## src/inc/transient_stage_consts.svh

```systemverilog
// constants of the intermittent transient earth-fault delay stage
`ifndef TRANSIENT_STAGE_CONSTS_SVH
`define TRANSIENT_STAGE_CONSTS_SVH

// ----------------------------------------
// timing
// ----------------------------------------
`define CLK_MHZ         250
`define TICK_US         1000
`define TICK_CYC        (`CLK_MHZ * `TICK_US)
`define SLOT_MS         16'd20
`define RELEASE_MS      16'd40
`define FORCE_MIN       5
`define FORCE_MS        (`FORCE_MIN * 60000)
`define PCT_FULL        16'd100

// ----------------------------------------
// register offsets (byte addresses)
// ----------------------------------------
`define REG_CTRL        8'h00
`define REG_GRP1        8'h04
`define REG_GRP2        8'h08
`define REG_STATUS      8'h0c
`define REG_COUNTS      8'h10
`define REG_IRQ_STAT    8'h14
`define REG_IRQ_CLR     8'h18
`define REG_IRQ_EN      8'h1c
`define REG_REC_SEL     8'h20
`define REG_REC_TIME    8'h24
`define REG_REC_DATA    8'h28

// ----------------------------------------
// control fields
// ----------------------------------------
`define CTRL_FORCE      0
`define CTRL_FRC_START  1
`define CTRL_FRC_TRIP   2
`define CTRL_MAN_GRP    3
`define CTRL_SRC        6:4
`define CTRL_PEAK_SEL   7
`define CTRL_CLR_START  8
`define CTRL_CLR_TRIP   9

// ----------------------------------------
// setting group fields
// ----------------------------------------
`define GS_OP           7:0
`define GS_INTR         23:8
`define GS_U0           31:24
`define GRP_RST         32'h0000_0007

// ----------------------------------------
// interrupt bits
// ----------------------------------------
`define IRQ_W           4
`define IRQ_START       0
`define IRQ_TRIP        1
`define IRQ_FORCE_TO    2
`define IRQ_BLOCK       3

// ----------------------------------------
// fault record
// ----------------------------------------
`define REC_DEPTH       8
`define REC_W           64

`endif

```

## src/inc/transient_stage_pkg.sv

```systemverilog
// types of the intermittent transient earth-fault delay stage
`include "transient_stage_consts.svh"

package transient_stage_pkg;

    // gray along idle -> picked -> tripped; picked -> held flips both bits
    typedef enum logic [1:0] {
        ST_IDLE = 2'b00,
        ST_PICK = 2'b01,
        ST_TRIP = 2'b11,
        ST_HELD = 2'b10
    } stage_state_t;

    typedef enum logic [2:0] {
        SRC_NONE = 3'h0,
        SRC_DI   = 3'h1,
        SRC_VI   = 3'h2,
        SRC_LED  = 3'h3,
        SRC_VO   = 3'h4
    } grp_src_t;

    typedef struct packed {
        stage_state_t         st;
        logic [1:0]           di_sync;
        logic [17:0]          tick_cnt;
        logic [15:0]          slot_ms;
        logic [15:0]          gap_ms;
        logic [7:0]           dly_cnt;
        logic                 peak_ok;
        logic [7:0]           u0_max;
        logic                 forced;
        logic [18:0]          force_ms;
        logic                 frc_start;
        logic                 frc_trip;
        logic                 man_grp;
        grp_src_t             src;
        logic                 peak_sel;
        logic [31:0]          grp1;
        logic [31:0]          grp2;
        logic [15:0]          start_cnt;
        logic [15:0]          trip_cnt;
        logic [`IRQ_W-1:0]    irq_stat;
        logic [`IRQ_W-1:0]    irq_en;
        logic [2:0]           rec_sel;
        logic [31:0]          rdata;
        logic                 start;
        logic                 trip;
        logic                 blocked;
        logic                 grp;
    } stage_regs_t;

    typedef struct packed {
        logic [2:0]                           wptr;
        logic [`REC_DEPTH-1:0][`REC_W-1:0]    mem;
    } rec_regs_t;

endpackage

```

## src/rtl/fault_record_store.sv

```systemverilog
// ring of the most recent detected faults
`timescale 1ns/10ps

module fault_record_store (
    // clock and reset
    input  wire logic        i_sys_clk,
    input  wire logic        i_rst_b,
    // new record
    input  wire logic        i_wr,
    input  wire logic [31:0] i_time,
    input  wire logic [15:0] i_peak,
    input  wire logic [7:0]  i_u0,
    input  wire logic [6:0]  i_pct,
    input  wire logic        i_grp,
    // read back, age 0 is the newest
    input  wire logic [2:0]  i_sel,
    output logic      [31:0] o_time,
    output logic      [31:0] o_data
);
    import transient_stage_pkg::*;

    rec_regs_t   q;
    rec_regs_t   d;
    logic [2:0]  rd_idx;

    // ----------------------------------------
    // write side
    // ----------------------------------------
    always_comb begin
        d = q;
        if (i_wr) begin
            d.mem[q.wptr] = {i_time, i_grp, i_pct, i_u0, i_peak};
            d.wptr        = q.wptr + 3'h1;
        end
    end

    always_ff @(posedge i_sys_clk or negedge i_rst_b) begin
        if (!i_rst_b) begin
            q <= '0;
        end else begin
            q <= d;
        end
    end

    // ----------------------------------------
    // read side
    // ----------------------------------------
    // oldest entries are overwritten silently once the ring is full
    assign rd_idx = q.wptr - 3'h1 - i_sel;
    assign o_time = q.mem[rd_idx][63:32];
    assign o_data = q.mem[rd_idx][31:0];

endmodule

```

## src/rtl/transient_earth_stage.sv

```systemverilog
// delay and decision logic of the intermittent transient earth-fault stage
//
// Operation
// - outward fault: start, add one 20 ms slot
// - faults under 40 ms apart: trip at setting
// - gap over 40 ms: release, count restarts
// - fault within intermittent time keeps the count
// - gap over release plus intermittent clears count
// - trip only if peak exceeds fundamental peak
// - block input: show blocked, suppress start, trip
// - two setting groups, selectable by signal or hand
// - group source: none, input, virtual, indicator, output
// - shared force flag, self clears after five minutes
// - keep eight latest fault records
// - elapsed delay in percent, 100 means trip
//
// Decided for this implementation: the address-and-strobe port and the register offsets.
`timescale 1ns/10ps
`include "transient_stage_consts.svh"

module transient_earth_stage #(
    parameter int P_TICK_CYCLES = `TICK_CYC,
    parameter int P_FORCE_MS    = `FORCE_MS
) (
    // clock and reset
    input  wire logic        i_sys_clk,
    input  wire logic        i_rst_b,
    // direction detector and measurement
    input  wire logic        i_fault_det,
    input  wire logic [15:0] i_first_residual_peak_input,
    input  wire logic [15:0] i_second_residual_peak_input,
    input  wire logic [15:0] i_fund_peak,
    input  wire logic [7:0]  i_u0_level,
    input  wire logic [31:0] i_time_stamp,
    // blocking and group select sources
    input  wire logic        i_block,
    input  wire logic        i_grp_digital_pin,
    input  wire logic        i_grp_virtual_in,
    input  wire logic        i_grp_indicator,
    input  wire logic        i_grp_virtual_out,
    // register port
    input  wire logic [7:0]  i_addr,
    input  wire logic [31:0] i_wdata,
    input  wire logic        i_wr,
    input  wire logic        i_rd,
    output logic      [31:0] o_rdata,
    // stage outputs
    output logic             o_start,
    output logic             o_trip,
    output logic             o_blocked,
    output logic             o_force_flag,
    output logic             o_active_group,
    output logic             o_irq
);
    import transient_stage_pkg::*;

    // ----------------------------------------
    // functions
    // ----------------------------------------
    function automatic logic pick_group(input grp_src_t src, input logic man,
                                        input logic di, input logic vi,
                                        input logic led, input logic vo);
        logic g;
        g = man;
        unique case (src)
            SRC_NONE: g = man;
            SRC_DI:   g = di;
            SRC_VI:   g = vi;
            SRC_LED:  g = led;
            SRC_VO:   g = vo;
            default:  g = man;
        endcase
        return g;
    endfunction

    function automatic logic [6:0] pct_of(input logic [7:0] cnt, input logic [7:0] op);
        logic [15:0] p;
        p = `PCT_FULL;
        if (op != 8'h00) begin
            p = 16'({8'h00, cnt} * `PCT_FULL) / {8'h00, op};
        end
        if (p > `PCT_FULL) begin
            p = `PCT_FULL;
        end
        return p[6:0];
    endfunction

    // ----------------------------------------
    // state
    // ----------------------------------------
    stage_regs_t  q;
    stage_regs_t  d;

    logic         tick;
    logic         grp;
    logic [31:0]  gs;
    logic [7:0]   op_slots;
    logic [15:0]  intr_ms;
    logic [15:0]  peak;
    logic         fault;
    logic         counted;
    logic [7:0]   cnt_after;
    logic [16:0]  clear_gap;
    logic [`IRQ_W-1:0] irq_ev;
    logic [`IRQ_W-1:0] irq_clr;
    logic         force_to;
    logic [31:0]  rec_time;
    logic [31:0]  rec_data;
    logic         wr_ctrl;

    assign tick      = (q.tick_cnt == 18'(P_TICK_CYCLES - 1));
    // the pin source is synchronised; the other sources are internal logic
    assign grp       = pick_group(q.src, q.man_grp, q.di_sync[1], i_grp_virtual_in,
                                  i_grp_indicator, i_grp_virtual_out);
    assign gs        = grp ? q.grp2 : q.grp1;
    assign op_slots  = gs[`GS_OP];
    assign intr_ms   = gs[`GS_INTR];
    assign peak      = q.peak_sel ? i_second_residual_peak_input
                                  : i_first_residual_peak_input;
    // faults under the residual voltage pickup are not counted
    assign fault     = i_fault_det && (i_u0_level >= gs[`GS_U0]) && !i_block;
    // one increment per 20 ms slot however many spikes land in it
    assign counted   = fault && (q.slot_ms == 16'h0000);
    assign cnt_after = (q.dly_cnt == 8'hff) ? q.dly_cnt : q.dly_cnt + 8'h01;
    assign clear_gap = {1'b0, `RELEASE_MS} + {1'b0, intr_ms};
    assign wr_ctrl   = i_wr && (i_addr == `REG_CTRL);
    assign irq_clr   = (i_wr && (i_addr == `REG_IRQ_CLR)) ? i_wdata[`IRQ_W-1:0] : '0;
    assign force_to  = q.forced && tick && (q.force_ms >= 19'(P_FORCE_MS - 1));

    // ----------------------------------------
    // next state
    // ----------------------------------------
    always_comb begin
        d         = q;
        irq_ev    = '0;
        d.di_sync = {q.di_sync[0], i_grp_digital_pin};
        d.grp     = grp;
        d.blocked = i_block;
        d.tick_cnt = tick ? 18'h0 : q.tick_cnt + 18'h1;

        if (tick) begin
            if (q.gap_ms != 16'hffff) begin
                d.gap_ms = q.gap_ms + 16'h1;
            end
            if (q.slot_ms != 16'h0000) begin
                d.slot_ms = q.slot_ms - 16'h1;
            end
        end

        // stage sequence
        unique case (q.st)
            ST_IDLE: begin
                if (fault) begin
                    d.st = ST_PICK;
                end
            end
            ST_PICK: begin
                // a fault in the release cycle keeps the stage up
                if ((q.gap_ms >= `RELEASE_MS) && !fault) begin
                    d.st = ST_HELD;
                end else if ((q.dly_cnt >= op_slots) && q.peak_ok) begin
                    d.st = ST_TRIP;
                end
            end
            ST_TRIP: begin
                if ((q.gap_ms >= `RELEASE_MS) && !fault) begin
                    d.st      = ST_IDLE;
                    d.dly_cnt = 8'h00;
                    d.peak_ok = 1'b0;
                    d.u0_max  = 8'h00;
                end
            end
            ST_HELD: begin
                if (fault) begin
                    d.st = ST_PICK;
                end else if ({1'b0, q.gap_ms} > clear_gap) begin
                    d.st      = ST_IDLE;
                    d.dly_cnt = 8'h00;
                    d.peak_ok = 1'b0;
                    d.u0_max  = 8'h00;
                end
            end
        endcase

        // fault bookkeeping
        if (fault) begin
            d.gap_ms = 16'h0000;
            if (peak > i_fund_peak) begin
                d.peak_ok = 1'b1;
            end
            if (i_u0_level > q.u0_max) begin
                d.u0_max = i_u0_level;
            end
        end
        if (counted) begin
            d.dly_cnt = cnt_after;
            d.slot_ms = `SLOT_MS;
        end

        // blocking drops everything and holds the count at zero
        if (i_block) begin
            d.st      = ST_IDLE;
            d.dly_cnt = 8'h00;
            d.peak_ok = 1'b0;
            d.u0_max  = 8'h00;
            d.gap_ms  = 16'hffff;
        end

        // forcing flag and its timeout
        if (tick && q.forced) begin
            d.force_ms = q.force_ms + 19'h1;
        end
        if (force_to) begin
            d.forced   = 1'b0;
            d.force_ms = 19'h0;
            irq_ev[`IRQ_FORCE_TO] = 1'b1;
        end

        // outputs from the next state
        d.start = ((d.st == ST_PICK) || (d.st == ST_TRIP)
                   || (d.forced && d.frc_start)) && !i_block;
        d.trip  = ((d.st == ST_TRIP) || (d.forced && d.frc_trip))
                  && !i_block;

        // counters, the clear loses to a same-cycle edge
        if (wr_ctrl && i_wdata[`CTRL_CLR_START]) begin
            d.start_cnt = 16'h0000;
        end
        if (wr_ctrl && i_wdata[`CTRL_CLR_TRIP]) begin
            d.trip_cnt = 16'h0000;
        end
        if (d.start && !q.start) begin
            d.start_cnt = q.start_cnt + 16'h1;
            irq_ev[`IRQ_START] = 1'b1;
        end
        if (d.trip && !q.trip) begin
            d.trip_cnt = q.trip_cnt + 16'h1;
            irq_ev[`IRQ_TRIP] = 1'b1;
        end
        if (i_block && !q.blocked) begin
            irq_ev[`IRQ_BLOCK] = 1'b1;
        end

        // register writes
        if (i_wr) begin
            unique case (i_addr)
                `REG_CTRL: begin
                    // restarting force also restarts its timeout
                    if (i_wdata[`CTRL_FORCE] && !q.forced) begin
                        d.force_ms = 19'h0;
                    end
                    if (!force_to || !i_wdata[`CTRL_FORCE]) begin
                        d.forced = i_wdata[`CTRL_FORCE];
                    end
                    d.frc_start = i_wdata[`CTRL_FRC_START];
                    d.frc_trip  = i_wdata[`CTRL_FRC_TRIP];
                    d.man_grp   = i_wdata[`CTRL_MAN_GRP];
                    d.src       = grp_src_t'(i_wdata[`CTRL_SRC]);
                    d.peak_sel  = i_wdata[`CTRL_PEAK_SEL];
                end
                `REG_GRP1:    d.grp1    = i_wdata;
                `REG_GRP2:    d.grp2    = i_wdata;
                `REG_IRQ_EN:  d.irq_en  = i_wdata[`IRQ_W-1:0];
                `REG_REC_SEL: d.rec_sel = i_wdata[2:0];
                default: ;
            endcase
        end

        // sticky events, a set beats a clear in the same cycle
        d.irq_stat = (q.irq_stat & ~irq_clr) | irq_ev;

        // read data stands only in the cycle after the strobe
        d.rdata = 32'h0;
        if (i_rd) begin
            unique case (i_addr)
                `REG_CTRL:     d.rdata = {24'h0, q.peak_sel, q.src, q.man_grp,
                                          q.frc_trip, q.frc_start, q.forced};
                `REG_GRP1:     d.rdata = q.grp1;
                `REG_GRP2:     d.rdata = q.grp2;
                `REG_STATUS:   d.rdata = {9'h0, pct_of(q.dly_cnt, op_slots),
                                          q.dly_cnt, 3'h0, q.forced, q.grp,
                                          q.blocked, q.trip, q.start};
                `REG_COUNTS:   d.rdata = {q.trip_cnt, q.start_cnt};
                `REG_IRQ_STAT: d.rdata = {28'h0, q.irq_stat};
                `REG_IRQ_EN:   d.rdata = {28'h0, q.irq_en};
                `REG_REC_SEL:  d.rdata = {29'h0, q.rec_sel};
                `REG_REC_TIME: d.rdata = rec_time;
                `REG_REC_DATA: d.rdata = rec_data;
                default:       d.rdata = 32'h0;
            endcase
        end
    end

    // ----------------------------------------
    // registers
    // ----------------------------------------
    always_ff @(posedge i_sys_clk or negedge i_rst_b) begin
        if (!i_rst_b) begin
            q      <= '0;
            q.st   <= ST_IDLE;
            q.src  <= SRC_NONE;
            q.grp1 <= `GRP_RST;
            q.grp2 <= `GRP_RST;
            q.gap_ms <= 16'hffff;
        end else begin
            q <= d;
        end
    end

    // ----------------------------------------
    // fault records
    // ----------------------------------------
    // a record is taken per counted slot, showing the delay reached with it
    fault_record_store u_records (
        .i_sys_clk (i_sys_clk),
        .i_rst_b   (i_rst_b),
        .i_wr      (counted),
        .i_time    (i_time_stamp),
        .i_peak    (peak),
        .i_u0      ((i_u0_level > q.u0_max) ? i_u0_level : q.u0_max),
        .i_pct     (pct_of(cnt_after, op_slots)),
        .i_grp     (grp),
        .i_sel     (q.rec_sel),
        .o_time    (rec_time),
        .o_data    (rec_data)
    );

    // ----------------------------------------
    // outputs
    // ----------------------------------------
    assign o_rdata        = q.rdata;
    assign o_start        = q.start;
    assign o_trip         = q.trip;
    assign o_blocked      = q.blocked;
    assign o_force_flag   = q.forced;
    assign o_active_group = q.grp;
    assign o_irq          = |(q.irq_stat & q.irq_en);

endmodule

```

## config.mk

```make
export PLATFORM = sky130hd
export DESIGN_NAME = transient_earth_stage
export DESIGN_NICKNAME = d
export VERILOG_FILES = /design/src/inc/transient_stage_pkg.sv /design/src/rtl/fault_record_store.sv /design/src/rtl/transient_earth_stage.sv
export VERILOG_INCLUDE_DIRS = /design/src /design/src/inc
export SDC_FILE = /design/constraint.sdc
export NUM_CORES = 2
export LEC_CHECK = 0
export BUFFER_PORTS_ARGS = -buffer_cell sky130_fd_sc_hd__buf_2
export CAP_MARGIN = 20
export CORE_MARGIN = 4
export CORE_UTILIZATION = 35
export DETAILED_ROUTE_END_ITERATION = 8
export GPL_ROUTABILITY_DRIVEN = 0
export SKIP_CTS_REPAIR_TIMING = 1
export SLEW_MARGIN = 20
export SYNTH_ARGS = -nofsm -noshare
export SYNTH_HDL_FRONTEND = slang
export SYNTH_HIERARCHICAL = 1
export SYNTH_SLANG_ARGS = --single-unit
```

## constraint.sdc

```tcl
create_clock -name i_sys_clk -period 77.2 [get_ports i_sys_clk]
set_clock_uncertainty 0.15 [all_clocks]
set_input_delay 15.44 -clock i_sys_clk [delete_from_list [all_inputs] [get_ports i_sys_clk]]
set_output_delay 15.44 -clock i_sys_clk [all_outputs]
set_load 0.05 [all_outputs]
```

Word-level counts from Yosys, hierarchy flattened
Index checks and enable logic that the tools add are counted.

storage, ports and cells
  bits in registers = 756
  latch bits = 0
  bits in writable memories = 0
  bits in read-only memories = 0
  bits of input ports = 138
  output and inout bits = 38
  word-level logic and storage cells = 203
  memories kept = 0

cells by class
  add/subtract/negate cells = 11
  multipliers = 2
  div/mod/pow operators = 2
  order comparisons = 12
  equal/unequal tests = 25
  shift operators = 0
  muxes and demuxes = 58
  bitwise operators = 4
  reduce and logical (&&, ||, !) cells = 53

operator list
  operator               number
  $bwmux 512             1
  $pmux 32 s10           1
  $mux 16                13
  $bmux 64 s3            1
  $demux 64 s3           1
  $mux 32                5
  $mux 64                2
  $mux 91                1
  $mux 17                3
  $add 16x1->16 const B  3
  $mux 19                2
  $pmux 17 s2            1
  $mux 33                1
  $div 15x8->16          2
  $eq 8x5->1 const B     4
  $gt 16x7->1 const B    2
  $mux 8                 4
  $mux 27                1
  $mul 8x5->13 const B   2
  $eq 8x6->1 const B     3
  $logic_and 1x1->1      20
  $mux 20                1
  $add 19x1->19 const B  1
  $ge 19x19->1 const B   1
  49 further kinds       91

Logic depth before layout (Yosys ltp)
  depth after elaboration = 18
  depth in mapped cells = 194
  depth with buffers taken out = 184

Modules after synthesis
Netlist, hierarchy kept.

modules (own cells, without submodules)
  module                 times used  cells an instance  area an instance (sq um)  seq. area each (sq um)
  transient_earth_stage  1           3370               27760.4                   6058.3
  fault_record_store     1           1331               23329.9                   12887.4

Worst setup path after synthesis
No wires, ideal clock.

  path type = input-to-reg
  start point = in i_grp_virtual_out
  end point = reg q (netlist bit o_rdata[19])
  setup time = 0.083 ns
  arrival time = 50.861 ns
  required time = 76.967 ns
  slack = 26.106 ns
  stages = 177
  buffers on the path = 12
  cell sequence = or3b_4 -> nand3_1 -> nand2_1 -> inv_2 -> buf_1 -> mux2i_1 -> ha_1 -> o21a_1 -> nor2_1 -> a211oi_1 -> nor2_1 -> nor3_1 -> a21oi_1 -> inv_1 -> ha_1 -> a21oi_1 -> o221ai_1 -> or4_1 -> [141 not listed] -> or4_4 -> clkbuf_1 -> nor2_1 -> a21oi_1 -> ha_1 -> a21o_1 -> a21o_1 -> a21oi_1 -> nand3b_1 -> a31oi_1 -> a21oi_1 -> o21ai_0 -> nand3_1 -> nor4_1 -> nand3_1 -> o21ai_2 -> nand3_1 -> o22ai_1

RTL lines
  item                line                         source
  start: declaration  transient_earth_stage.sv:40  input wire logic i_grp_virtual_out,
  end: declaration    transient_earth_stage.sv:91  stage_regs_t q;

==> results.md <==
- Status: complete, no violations
- Asr flop ratio synth: 100%
- Number of synthesized flops with an enable pin: 0
- Final hold violation count: 0
- Hold WS: 0.195 ns
- TNS Setup: 0 ns
- Placeable Area: 0.144 mm2
- Reg2reg start: q[181]
- Synth warnings: 6
- Starting Density: 35.4%
- Post-synthesis cell count: 4,701
- Number of max-cap violations: 0
- Met3 GRT Util: 4.36%
- Share of the synthesized area in the top cell type: 36.0%
- Synthesized area: 0.0511 mm2
- Worst-Margin Slew: 1.16 ns
- First-pass GRT wire length: 235 mm
- Startpoint class of the critical path: primary input
- CP startpoint: i_grp_virtual_out
- Met1 usage: 27.7%
- Min-delay src: d[238]
- GR Util All Layers: 19.8%
- Ports: 176
- Initial antenna violation count: 24
- Worst Hold Class: flip-flop to flip-flop
- Worst path max stage delay: 0.83 ns
- Critical path's most frequent cell: o21a_1
- Critical Path Sink Type: flip-flop
- Clock buffer depth: 3
- FP Rows: 139
- Post-synth top cells: dfrtp_1, mux2_2, ha_1
- Top_reg_cell synth: dfrtp_1
- Largest net degree at the start of global routing: 156
- Fmax: 17.9 MHz
- Worst Path Arrival: 56.22 ns
- Syn avg cell area: 10.9 um2
- H-tree levels: 3
- RSZ-0062 raised after global routing: no
- DRT Pass-1 Iters: 7
- Final ANT Viol Nets: 0
- Via density: 5.75
- Synth area leader: dfrtp_1
- Period utilization: 72.3%
- Share of cells above drive strength 1: 27.8%
- TritonCTS buffer count: 81
- Crit path max fanout: 19
- Largest cells by area after synthesis: dfrtp_1, mux2_2, ha_1, mux4_2, o21ai_0
- WL final: 154 mm
- Die W: 390 um
- Via count: 38,900
- Detailed Place HPWL: 110 mm
- Nets: 5,257
- Synth Register Bits: 756
- Clock Pin Slew Worst Setup and Hold Paths: 0.06 ns
- Worst skew pair latency: 0.70 ns
- Slowest CP cell: nor2b_1
- Vias in the first global route: 38,500
- GRT overflow: 0
- Die height: 390 um
- Drt initial violations: 3,436
- Max-slew headroom: 21.9%
- Slew Viols, Final: 0
- CTS tree: yes
- WP data required: 77.63 ns
- Met2 usage: 30.7%
- Avg WL per Cell: 22.8 um
- Fin crit period: 55.80 ns
- Syn nets: 5,172
- Area delta synth->final: 10.4%
- Root Buffer: clkbuf_16
- Setup-failing EPs final: 0
- CTS sink count: 756
- Seq/Total Area, Yosys: 37.1%
- DRC: 0
- Crit path kind: primary input to flip-flop
- Count leader, synth: dfrtp_1
- Post-synthesis cell type count: 123
- Gr busiest metal: met2
- I/O Buffers: 175
- Die area: 0.152 mm2
cell families (layout without fill, tap and decap cells):
group           Yosys count  in the layout  share of synthesized area (%)
compound gates          971            971                           13.1
mux                     910            910                           23.2
fa+ha+maj               336            336                           8.35
simple gates           1239           1239                           12.3
flops                   756            756                           37.1
other cells               0             13                              0
buf+inv                 348            494                           3.47
xor+xnor                141            141                           2.47
metrics by stage:
stage / util [%] / cells / setup slack [ns] / instance area [um2]
after floorplan: - / 4701 / 26.11 / 51100
after global placement: 37.2 / 6606 / 21.45 / 53700
after detailed placement: 37.2 / 6606 / 21.15 / 53700
after CTS: 39.0 / 6750 / 21.72 / 56400
after global routing: 39.0 / 6752 / 18.33 / 56400
final: 39.1 / 6763 / 21.40 / 56400
state kept, by name, indices dropped and copies added, names as in the netlist:
register        cells
o_force_flag        1
o_blocked           1
u_records/q       515
o_active_group      1
d                   1
q                 203
o_start             1
o_rdata            32
o_trip              1
area by class of cell:
type                            count  area [um2]
Timing Repair Buffer              231        1330
Inverter                          119         447
Antenna cell                       13        32.5
Fill cell                       14000       88000
Tap cell                         1903        2380
Sequential cell                   756       18900
Multi-Input combinational cell   3597       30600
Clock inverter                     25         320
Clock buffer                      119        2370
per-layer routing:
| metal | vias to the layer above | wire length, um |
|---|---|---|
| li1 | 17800 | - |
| met1 | 19600 | 70000 |
| met3 | 233 | 11100 |
| met5 | - | 105 |
| met4 | 16 | 4730 |
| met2 | 1191 | 68000 |
placed cells by master (no fill, tap or decap), types with 22 or more instances in the layout:
cell / n
dfrtp_1: 734
mux2_2: 657
ha_1: 323
nor2_1: 277
nand2_1: 262
o21ai_0: 211
buf_2: 174
nor3_1: 164
a21oi_1: 164
mux4_2: 128
o21a_1: 126
inv_1: 116
nand3_1: 103
clkbuf_16: 81
xnor2_1: 78
a21o_1: 66
mux2_4: 63
xor2_1: 60
nand2b_1: 56
buf_4: 54
mux2i_1: 53
nand4_1: 53
and3_1: 50
o31ai_1: 50
a31oi_1: 44
a22oi_1: 44
nor2b_1: 40
and2_1: 38
or3_1: 36
or2_2: 32
a211oi_1: 26
nor4_1: 26
a222oi_1: 25
dfstp_2: 22
critical path, delay by kind of cell:
kind            cells  cell delay [ns]
compound gates     83            17.46
fa+ha+maj          16             4.75
buf+inv             7             1.28
mux                 4             1.38
simple gates       59            15.86
final timing paths:
| path | end | slack [ns] | depth (start not counted) |
|---|---|---|---|
| min | q[238] | 0.20 | 0 |
| max reg2reg | o_rdata[19] | 34.62 | 174 |
| max | o_rdata[19] | 21.40 | 169 |
| min in group asynchronous | u_records/q[236] | 14.70 | 1 |
| max in group asynchronous | q[173] | 59.08 | 4 |
| min reg2reg | q[238] | 0.20 | 0 |
Power is not shown: default switching activity piles up to over one toggle a cycle in this logic, so the estimate is an artifact.
